### src/pgei_map.vh
// Register map and field constants for the event pin and interrupt register slice
`ifndef PGEI_MAP_VH
`define PGEI_MAP_VH

`define PGEI_ADDR_W            12
`define PGEI_OFF_STAMP_LOW     12'h650
`define PGEI_OFF_STAMP_HIGH    12'h652
`define PGEI_OFF_PIN_MON       12'h680
`define PGEI_OFF_PIN_DIR       12'h682
`define PGEI_OFF_TRIG_IS       12'h688
`define PGEI_OFF_TRIG_IE       12'h68A
`define PGEI_OFF_STAMP_IS      12'h68C
`define PGEI_OFF_STAMP_IE      12'h68E

`define PGEI_RST_16            16'h0000
`define PGEI_RST_14            14'h0000
`define PGEI_RST_12            12'h000
`define PGEI_RST_7             7'h00
`define PGEI_RST_2             2'h0
`define PGEI_RST_1             1'h0

`define PGEI_NPIN              7
`define PGEI_NUNIT             12
`define PGEI_STAMP_W           14

`define PGEI_NS_LO_MSB         15
`define PGEI_NS_HI_MSB         29
`define PGEI_NS_HI_LSB         16
`define PGEI_SEC_LSB_W         2

`define PGEI_STAMP_BIT_DLY     13
`define PGEI_STAMP_BIT_SYNC    12

`define PGEI_TOP_TRIG_BIT      10
`define PGEI_TOP_STAMP_BIT     12
`define PGEI_TOP_W             16

`endif

### src/pgei_regs.v
// Event pin, egress stamp and interrupt register slice of the precision-time unit
//
// Summary of operation
// - Stamp high word bits 15:14 show egress seconds bits 1:0.
// - Pin monitor returns live level of pins 6..0 on bits 6..0.
// - Direction bit 0 makes trigger output, 1 makes stamp input; reset zero.
// - Trigger unit done or error sets its status bit; units 12..1 on 11..0.
// - Trigger status clears only on software write of one.
// - OR of trigger status drives top status bit 10.
// - Delay-type egress stamp available sets stamp status bit 13.
// - Sync egress stamp available sets stamp status bit 12.
// - Stamp input unit ready sets its status bit; units 12..1 on 11..0.
// - OR of all stamp status bits drives top status bit 12.
// - Stamp status bits clear on software write of one.
// - Stamp enables in matching positions, ORed, drive top enable bit 12.
// - Low word holds egress nanoseconds bits 15:0.
`timescale 1ns/1ps
`default_nettype none
`include "pgei_map.vh"

module pgei_regs (
    // Clock and reset
    input  wire                        clk,
    input  wire                        reset,
    // Host register port
    input  wire [`PGEI_ADDR_W-1:0]     reg_addr,
    input  wire                        reg_wr,
    input  wire                        reg_rd,
    input  wire [15:0]                 reg_wdata,
    output reg  [15:0]                 reg_rdata,
    // Event pins
    input  wire [`PGEI_NPIN-1:0]       event_pin_in,
    output reg  [`PGEI_NPIN-1:0]       pin_direction_select,
    // Unit events
    input  wire [`PGEI_NUNIT-1:0]      trig_unit_event,
    input  wire [`PGEI_NUNIT-1:0]      stamp_unit_ready,
    input  wire                        dly_stamp_avail,
    input  wire                        sync_stamp_avail,
    // Pdelay response egress capture
    input  wire                        pdelay_resp_capture,
    input  wire [`PGEI_NS_HI_MSB:0]    pdelay_resp_ns,
    input  wire [`PGEI_SEC_LSB_W-1:0]  pdelay_resp_sec,
    // Top-level interrupt contributions
    output reg                         top_irq_status_trig,
    output reg                         top_irq_status_stamp,
    output reg                         top_irq_enable_trig,
    output reg                         top_irq_enable_stamp
);

    reg  [15:0]                 stamp_low_q;
    reg  [`PGEI_STAMP_W-1:0]    stamp_ns_hi_q;
    reg  [`PGEI_SEC_LSB_W-1:0]  stamp_sec_q;
    reg  [`PGEI_NPIN-1:0]       pin_mon_q;
    reg  [`PGEI_NUNIT-1:0]      trig_is_q;
    reg  [`PGEI_NUNIT-1:0]      trig_ie_q;
    reg  [`PGEI_NUNIT+1:0]      stamp_is_q;
    reg  [`PGEI_NUNIT+1:0]      stamp_ie_q;
    reg  [15:0]                 rdata_d;
    wire [`PGEI_NUNIT+1:0]      stamp_set;
    wire [`PGEI_NUNIT+1:0]      stamp_is_d;
    wire [`PGEI_NUNIT-1:0]      trig_is_d;
    wire [`PGEI_NUNIT-1:0]      trig_clr;
    wire [`PGEI_NUNIT+1:0]      stamp_clr;
    wire                        dly_set;
    genvar                      gi;

    function wr_hit;
        input [`PGEI_ADDR_W-1:0] off;
        begin
            wr_hit = reg_wr && (reg_addr == off);
        end
    endfunction

    // Next value of one sticky flag; the event term is ORed last so it wins
    function flag_next;
        input set;
        input cur;
        input clr;
        begin
            flag_next = set | (cur & ~clr);
        end
    endfunction

    // Capture raises the delay-type flag together with the words
    assign dly_set = dly_stamp_avail | pdelay_resp_capture;

    assign stamp_set = {dly_set, sync_stamp_avail, stamp_unit_ready};

    assign trig_clr = wr_hit(`PGEI_OFF_TRIG_IS) ? reg_wdata[`PGEI_NUNIT-1:0] : `PGEI_RST_12;
    assign stamp_clr = wr_hit(`PGEI_OFF_STAMP_IS) ? reg_wdata[`PGEI_NUNIT+1:0] : {`PGEI_RST_2, `PGEI_RST_12};

    // Per-bit flags keep each unit independent of the others
    generate
        for (gi = 0; gi < `PGEI_NUNIT; gi = gi + 1) begin : g_trig_flag
            assign trig_is_d[gi] = flag_next(trig_unit_event[gi], trig_is_q[gi], trig_clr[gi]);
        end
        for (gi = 0; gi < `PGEI_NUNIT + 2; gi = gi + 1) begin : g_stamp_flag
            assign stamp_is_d[gi] = flag_next(stamp_set[gi], stamp_is_q[gi], stamp_clr[gi]);
        end
    endgenerate

    // Egress stamp words; a capture beats a host write in the same cycle
    always @(posedge clk or posedge reset) begin
        if (reset) begin
            stamp_low_q   <= `PGEI_RST_16;
            stamp_ns_hi_q <= `PGEI_RST_14;
            stamp_sec_q   <= `PGEI_RST_2;
        end else begin
            if (pdelay_resp_capture) begin
                stamp_low_q   <= pdelay_resp_ns[`PGEI_NS_LO_MSB:0];
                stamp_ns_hi_q <= pdelay_resp_ns[`PGEI_NS_HI_MSB:`PGEI_NS_HI_LSB];
                stamp_sec_q   <= pdelay_resp_sec;
            end else begin
                if (wr_hit(`PGEI_OFF_STAMP_LOW)) begin
                    stamp_low_q <= reg_wdata;
                end
                if (wr_hit(`PGEI_OFF_STAMP_HIGH)) begin
                    stamp_ns_hi_q <= reg_wdata[`PGEI_STAMP_W-1:0];
                    stamp_sec_q   <= reg_wdata[`PGEI_TOP_W-1:`PGEI_STAMP_W];
                end
            end
        end
    end

    // Pin sample and configuration bits
    always @(posedge clk or posedge reset) begin
        if (reset) begin
            pin_mon_q            <= `PGEI_RST_7;
            pin_direction_select <= `PGEI_RST_7;
            trig_ie_q            <= `PGEI_RST_12;
            stamp_ie_q           <= {`PGEI_RST_2, `PGEI_RST_12};
        end else begin
            // Live pin sample
            // One cycle of latency keeps the read mux off the raw pins
            pin_mon_q <= event_pin_in;
            if (wr_hit(`PGEI_OFF_PIN_DIR)) begin
                pin_direction_select <= reg_wdata[`PGEI_NPIN-1:0];
            end
            if (wr_hit(`PGEI_OFF_TRIG_IE)) begin
                trig_ie_q <= reg_wdata[`PGEI_NUNIT-1:0];
            end
            if (wr_hit(`PGEI_OFF_STAMP_IE)) begin
                stamp_ie_q <= reg_wdata[`PGEI_NUNIT+1:0];
            end
        end
    end

    // Sticky status flags
    always @(posedge clk or posedge reset) begin
        if (reset) begin
            trig_is_q  <= `PGEI_RST_12;
            stamp_is_q <= {`PGEI_RST_2, `PGEI_RST_12};
        end else begin
            trig_is_q  <= trig_is_d;
            stamp_is_q <= stamp_is_d;
        end
    end

    // Summaries are registered from next-state so they track status in the same cycle
    always @(posedge clk or posedge reset) begin
        if (reset) begin
            top_irq_status_trig  <= `PGEI_RST_1;
            top_irq_status_stamp <= `PGEI_RST_1;
            top_irq_enable_trig  <= `PGEI_RST_1;
            top_irq_enable_stamp <= `PGEI_RST_1;
        end else begin
            top_irq_status_trig  <= |trig_is_d;
            top_irq_status_stamp <= |stamp_is_d;
            top_irq_enable_trig  <= wr_hit(`PGEI_OFF_TRIG_IE) ? |reg_wdata[`PGEI_NUNIT-1:0] : |trig_ie_q;
            top_irq_enable_stamp <= wr_hit(`PGEI_OFF_STAMP_IE) ? |reg_wdata[`PGEI_NUNIT+1:0] : |stamp_ie_q;
        end
    end

    always @* begin
        rdata_d = `PGEI_RST_16;
        case (reg_addr)
            `PGEI_OFF_STAMP_LOW:  rdata_d = stamp_low_q;
            `PGEI_OFF_STAMP_HIGH: rdata_d = {stamp_sec_q, stamp_ns_hi_q};
            `PGEI_OFF_PIN_MON:    rdata_d[`PGEI_NPIN-1:0] = pin_mon_q;
            `PGEI_OFF_PIN_DIR:    rdata_d[`PGEI_NPIN-1:0] = pin_direction_select;
            `PGEI_OFF_TRIG_IS:    rdata_d[`PGEI_NUNIT-1:0] = trig_is_q;
            `PGEI_OFF_TRIG_IE:    rdata_d[`PGEI_NUNIT-1:0] = trig_ie_q;
            `PGEI_OFF_STAMP_IS:   rdata_d[`PGEI_NUNIT+1:0] = stamp_is_q;
            `PGEI_OFF_STAMP_IE:   rdata_d[`PGEI_NUNIT+1:0] = stamp_ie_q;
            default:              rdata_d = `PGEI_RST_16;
        endcase
    end

    // Read data is held between reads so the host can sample late
    always @(posedge clk or posedge reset) begin
        if (reset) begin
            reg_rdata <= `PGEI_RST_16;
        end else if (reg_rd) begin
            reg_rdata <= rdata_d;
        end
    end

endmodule // pgei_regs

`default_nettype wire

### config.mk
export PLATFORM = sky130hd
export DESIGN_NAME = pgei_regs
export DESIGN_NICKNAME = d
export VERILOG_FILES = /design/src/pgei_regs.v
export VERILOG_INCLUDE_DIRS = /design/src
export SDC_FILE = /design/constraint.sdc
export NUM_CORES = 1
export LEC_CHECK = 0
export ABC_AREA = 1
export BUFFER_PORTS_ARGS = -buffer_cell sky130_fd_sc_hd__buf_2
export CORE_AREA = 5 5 115 117
export DETAILED_ROUTE_END_ITERATION = 7
export DIE_AREA = 0 0 120 122
export HOLD_SLACK_MARGIN = 0.08
export MAX_ROUTING_LAYER = met4
export PLACE_DENSITY = 0.76
export SLEW_MARGIN = 0
export SYNTH_ARGS = -nofsm -noshare
export SYNTH_HDL_FRONTEND = slang
export SYNTH_SLANG_ARGS = --single-unit
### constraint.sdc
create_clock -name clk -period 3.9 [get_ports clk]
set_input_delay 0.585 -clock clk [delete_from_list [all_inputs] [get_ports clk]]
set_output_delay 0.585 -clock clk [all_outputs]
set_load 0.01 [all_outputs]
==> results.txt <==
----------------------------------------------------
[Setup path]
  Arrival time worst endpoint ... 2.49 ns
  Endpoint type of the worst setup path ... register
  Cell with the largest stage delay on the worst path ... nor2_4
  Maximum fanout count along the critical path ... 26
  Beginning of the critical path ... reg_addr[6]
  CP most frequent cell ... nor2_1
  CP Launch Type ... primary input
  Crit path kind ... in2reg
  RR Startpoint ... trig_ie_q[1]
  Category of cells accounting for the largest share of critical-path delay ... simple AND/OR/NAND/NOR gates
  Peak per-stage delay on the critical path ... 0.48 ns
  WP buf/inv ... 2
  Cells along the critical path ... buf_2 -> nor2_1 -> nand2_2 -> nor2_4 -> buf_4 -> nand4_1 -> a21oi_1 -> nand3_1 -> nor2_1 -> nand2_1
  Endpoint required time on the critical path ... 4.20 ns

[Floorplanning]
  Height of the chip ... 122 um
  Die area ... 14640 um^2
  Floorplan die width ... 120 um
  Core box area ... 12260 um^2
  Number of placed I/O pins ... 125
  Number of placement rows ... 41
  Initial standard-cell utilization of the core ... 0.4785

[Yosys]
  Largest family of logic cells by synthesized area ... simple AND/OR/NAND/NOR gates
  Synth Instances ... 708
  Sequential share of the synthesized area ... 0.5033
  Ys flop type ... dfrtp_1
  Synth Warn # ... 0
  Most used standard cell by instance count after synthesis ... nand2_1
  Share of Yosys cell area claimed by the top area cell type ... 0.5033
  Async set-reset flop share out of synthesis ... 1.000
  Commonest cells post-synth ... nand2_1 (192), dfrtp_1 (118), nor2_1 (59)
  XOR/XNOR Fraction of Synth Area ... 0
  Avg Cell Area, Syn ... 8.287 um^2
  Mapped cell area ... 5867 um^2
  Count of flip-flops with a built-in enable after synthesis ... 0
  Number of storage elements in the synthesis netlist ... 118
  Synth Area in Compound Gates ... 0.1077
  Yosys cell types ... 37
  Library cell with the largest summed area after synthesis ... dfrtp_1
  Multiplexer share of the synthesized area ... 0.004479
  Synthesized-area fraction occupied by adder cells ... 0
  Area contributors post-synth ... dfrtp_1 (50%), nand2_1 (12%), nand4_1 (6.0%)
  Mapped Nets ... 806
  Simple-Gate Fraction of Synth Area ... 0.3099

[STA]
  Final setup violation count ... 0
  Crit path time final ... 2.187 ns
  Accumulated negative setup slack ... 0 ns
  Hold Vio Cnt, Final ... 0
  Timing-limited maximum frequency ... 457.2 MHz
  Hold slack ... 0.2710 ns
  Clock skew ... 0.01149 ns
  Slew at the pin closest to its max-slew limit ... 1.097 ns
  Part of the cycle the worst path needs ... 0.5608
  Setup repair after global routing missed its margin ... no
  Remaining max-slew budget at the tightest pin ... 0.2685
  Final max-slew violation count ... 0

[Place]
  Count of port buffers added during placement ... 124
  Placer Congestion ... 0.9261
  Detailed placement HPWL ... 12830 um
  Placed inst area ... 6495 um^2

[Finish]
  Area occupied by multi-input gates ... 2476 um^2
  Area Growth Syn to Fin ... 20.79%
  Post-route design area ... 7087 um^2
  Sequential cell area in the final layout ... 2953 um^2
  Fraction of final layout cells sized beyond drive strength 1 ... 0.2416
  Filler cell count in the final layout ... 1124
  Number of antenna repair diodes ... 0
  Final net count ... 921

[CTS]
  # hold bufs at CTS ... 0
  H-tree depth ... 4
  Maximum root-to-sink buffer count ... 2
  Clock tree from TritonCTS ... done
  Count of buffers added by post-CTS timing repair for setup ... 0
  Register clock-pin slew on the reported worst setup and hold paths ... 0.05 ns
  Clock root cell ... clkbuf_16
  Num CTS Buffers ... 17
  Post-cts sizing count ... 0
  Clock latency on the worst-skew pair ... 0.43 ns
  Clock sink count ... 118

[Power]
  Internal power ... 2382 uW
  Post-layout total power ... 3119 uW
  Combinational power share ... 0.077
  Leak pwr ... 0.003356 uW
  Share of total power in sequential cells ... 0.416
  Peak supply drop ... 0.2869 mV
  Switching share of power ... 0.2363
  Clock group share of total power ... 0.507
  Switching power of the nets ... 737.0 uW
  Pwr per Cell Area ... 440.1 nW/um^2

[Min path]
  Hold WC Path Type ... in2reg
  Worst Hold Launch ... event_pin_in[0]

[Drt]
  Top routing layer used ... met4
  Via-per-instance ratio ... 5.631
  Wire length on met2 ... 8273 um
  Average wire length per cell after detail routing ... 17.95 um
  Final routed wirelength across all metal layers ... 17700 um
  Met1 layer wirelength in the final routing ... 7445 um
  Routed met3 length ... 1538 um
  DRC ... 0
  Antenna violation net count after detailed routing ... 0
  Total vias in the final route ... 5552
  Number of iterations in the first detailed-routing pass ... 6
  1st-iter DRT viols ... 732

[Outcome]
  Result of the run ... complete, no violations

[Global route]
  Largest net degree at the start of global routing ... 72
  Initial antenna violation count ... 0
  Global-route wire length before repair ... 27730 um
  Vias in the first global route ... 5268
  GRT Resource Usage Total ... 0.2543
  Overflow left after global routing ... 0

[Job]
  Max Cap Viol ... 0

----------------------------------------------------
## worst paths after layout
check | depth (start not counted) | end | slack [ns]
min reg2reg | 2 | reg_rdata[2] | 0.47
max reg2reg | 4 | top_irq_enable_trig | 2.60
min | 1 | pin_mon_q[0] | 0.27
max | 10 | top_irq_status_stamp | 1.71
max in group asynchronous | 3 | reg_rdata[6] | 2.66
min in group asynchronous | 2 | trig_ie_q[1] | 0.37
## registers in the layout (all words and copies together), names as in the netlist, 2 cells and up
| register | cells |
|---|---|
| pin_direction_select | 7 |
| pin_mon_q | 7 |
| reg_rdata | 16 |
| stamp_ie_q | 14 |
| stamp_is_q | 14 |
| stamp_low_q | 16 |
| stamp_ns_hi_q | 14 |
| stamp_sec_q | 2 |
| trig_ie_q | 12 |
| trig_is_q | 12 |
## power by group through the flow
stage	sequential (uW)	clock [uW]	combinational [uW]
floorplan	1310	0	133
global placement	1320	0	237
detailed placement	1320	0	240
CTS	1300	1580	240
global route	1300	1640	265
finish	1300	1580	239
## through the flow
stage,instances,worst slack (ns),utilization
after detailed placement,954,1.332,0.5297
after global routing,986,1.574,0.5780
after global placement,954,1.432,0.5297
final,986,1.713,0.5780
after CTS,986,1.709,0.5780
after floorplan,708,0.1859,-
## routing by layer
metal	GRT usage	up-vias
li1	-	2608
met1	0.3417	2605
met4	0.09162	0
met3	0.06825	51
met5	-	-
met2	0.3734	288
## layout make-up
class                           instances  share of cell area
Tap cell                              150             0.02648
Inverter                               58             0.03213
Clock inverter                         10             0.01801
Timing Repair Buffer                  128             0.09181
Clock buffer                           22             0.06550
Sequential cell                       118              0.4167
Multi-Input combinational cell        500              0.3494
## cell families (layout without fill, tap and decap cells)
| logic type | Yosys count | in the layout |
|---|---|---|
| buffers and inverters | 90 | 218 |
| multiplexers | 2 | 2 |
| AO/OA/AOI/OAI | 114 | 114 |
| AND/OR/NAND/NOR | 384 | 384 |
| flip-flops | 118 | 118 |
## cells in the final DEF, fill, tap and decap left out, drive strengths merged, types with 2 or more instances in the layout
cell	Yosys	layout
nor2	66	66
nor3b	2	2
o211ai	5	5
buf	21	128
nor3	8	8
a31oi	9	9
nand4	56	56
bufinv	0	3
nor4	4	4
a21oi	41	41
dfrtp	118	118
clkinv	1	7
nand3	45	45
nand2	202	202
o21ai	59	59
mux2	2	2
inv	57	57
clkbuf	11	22
Power figures use the tool's default switching activity.
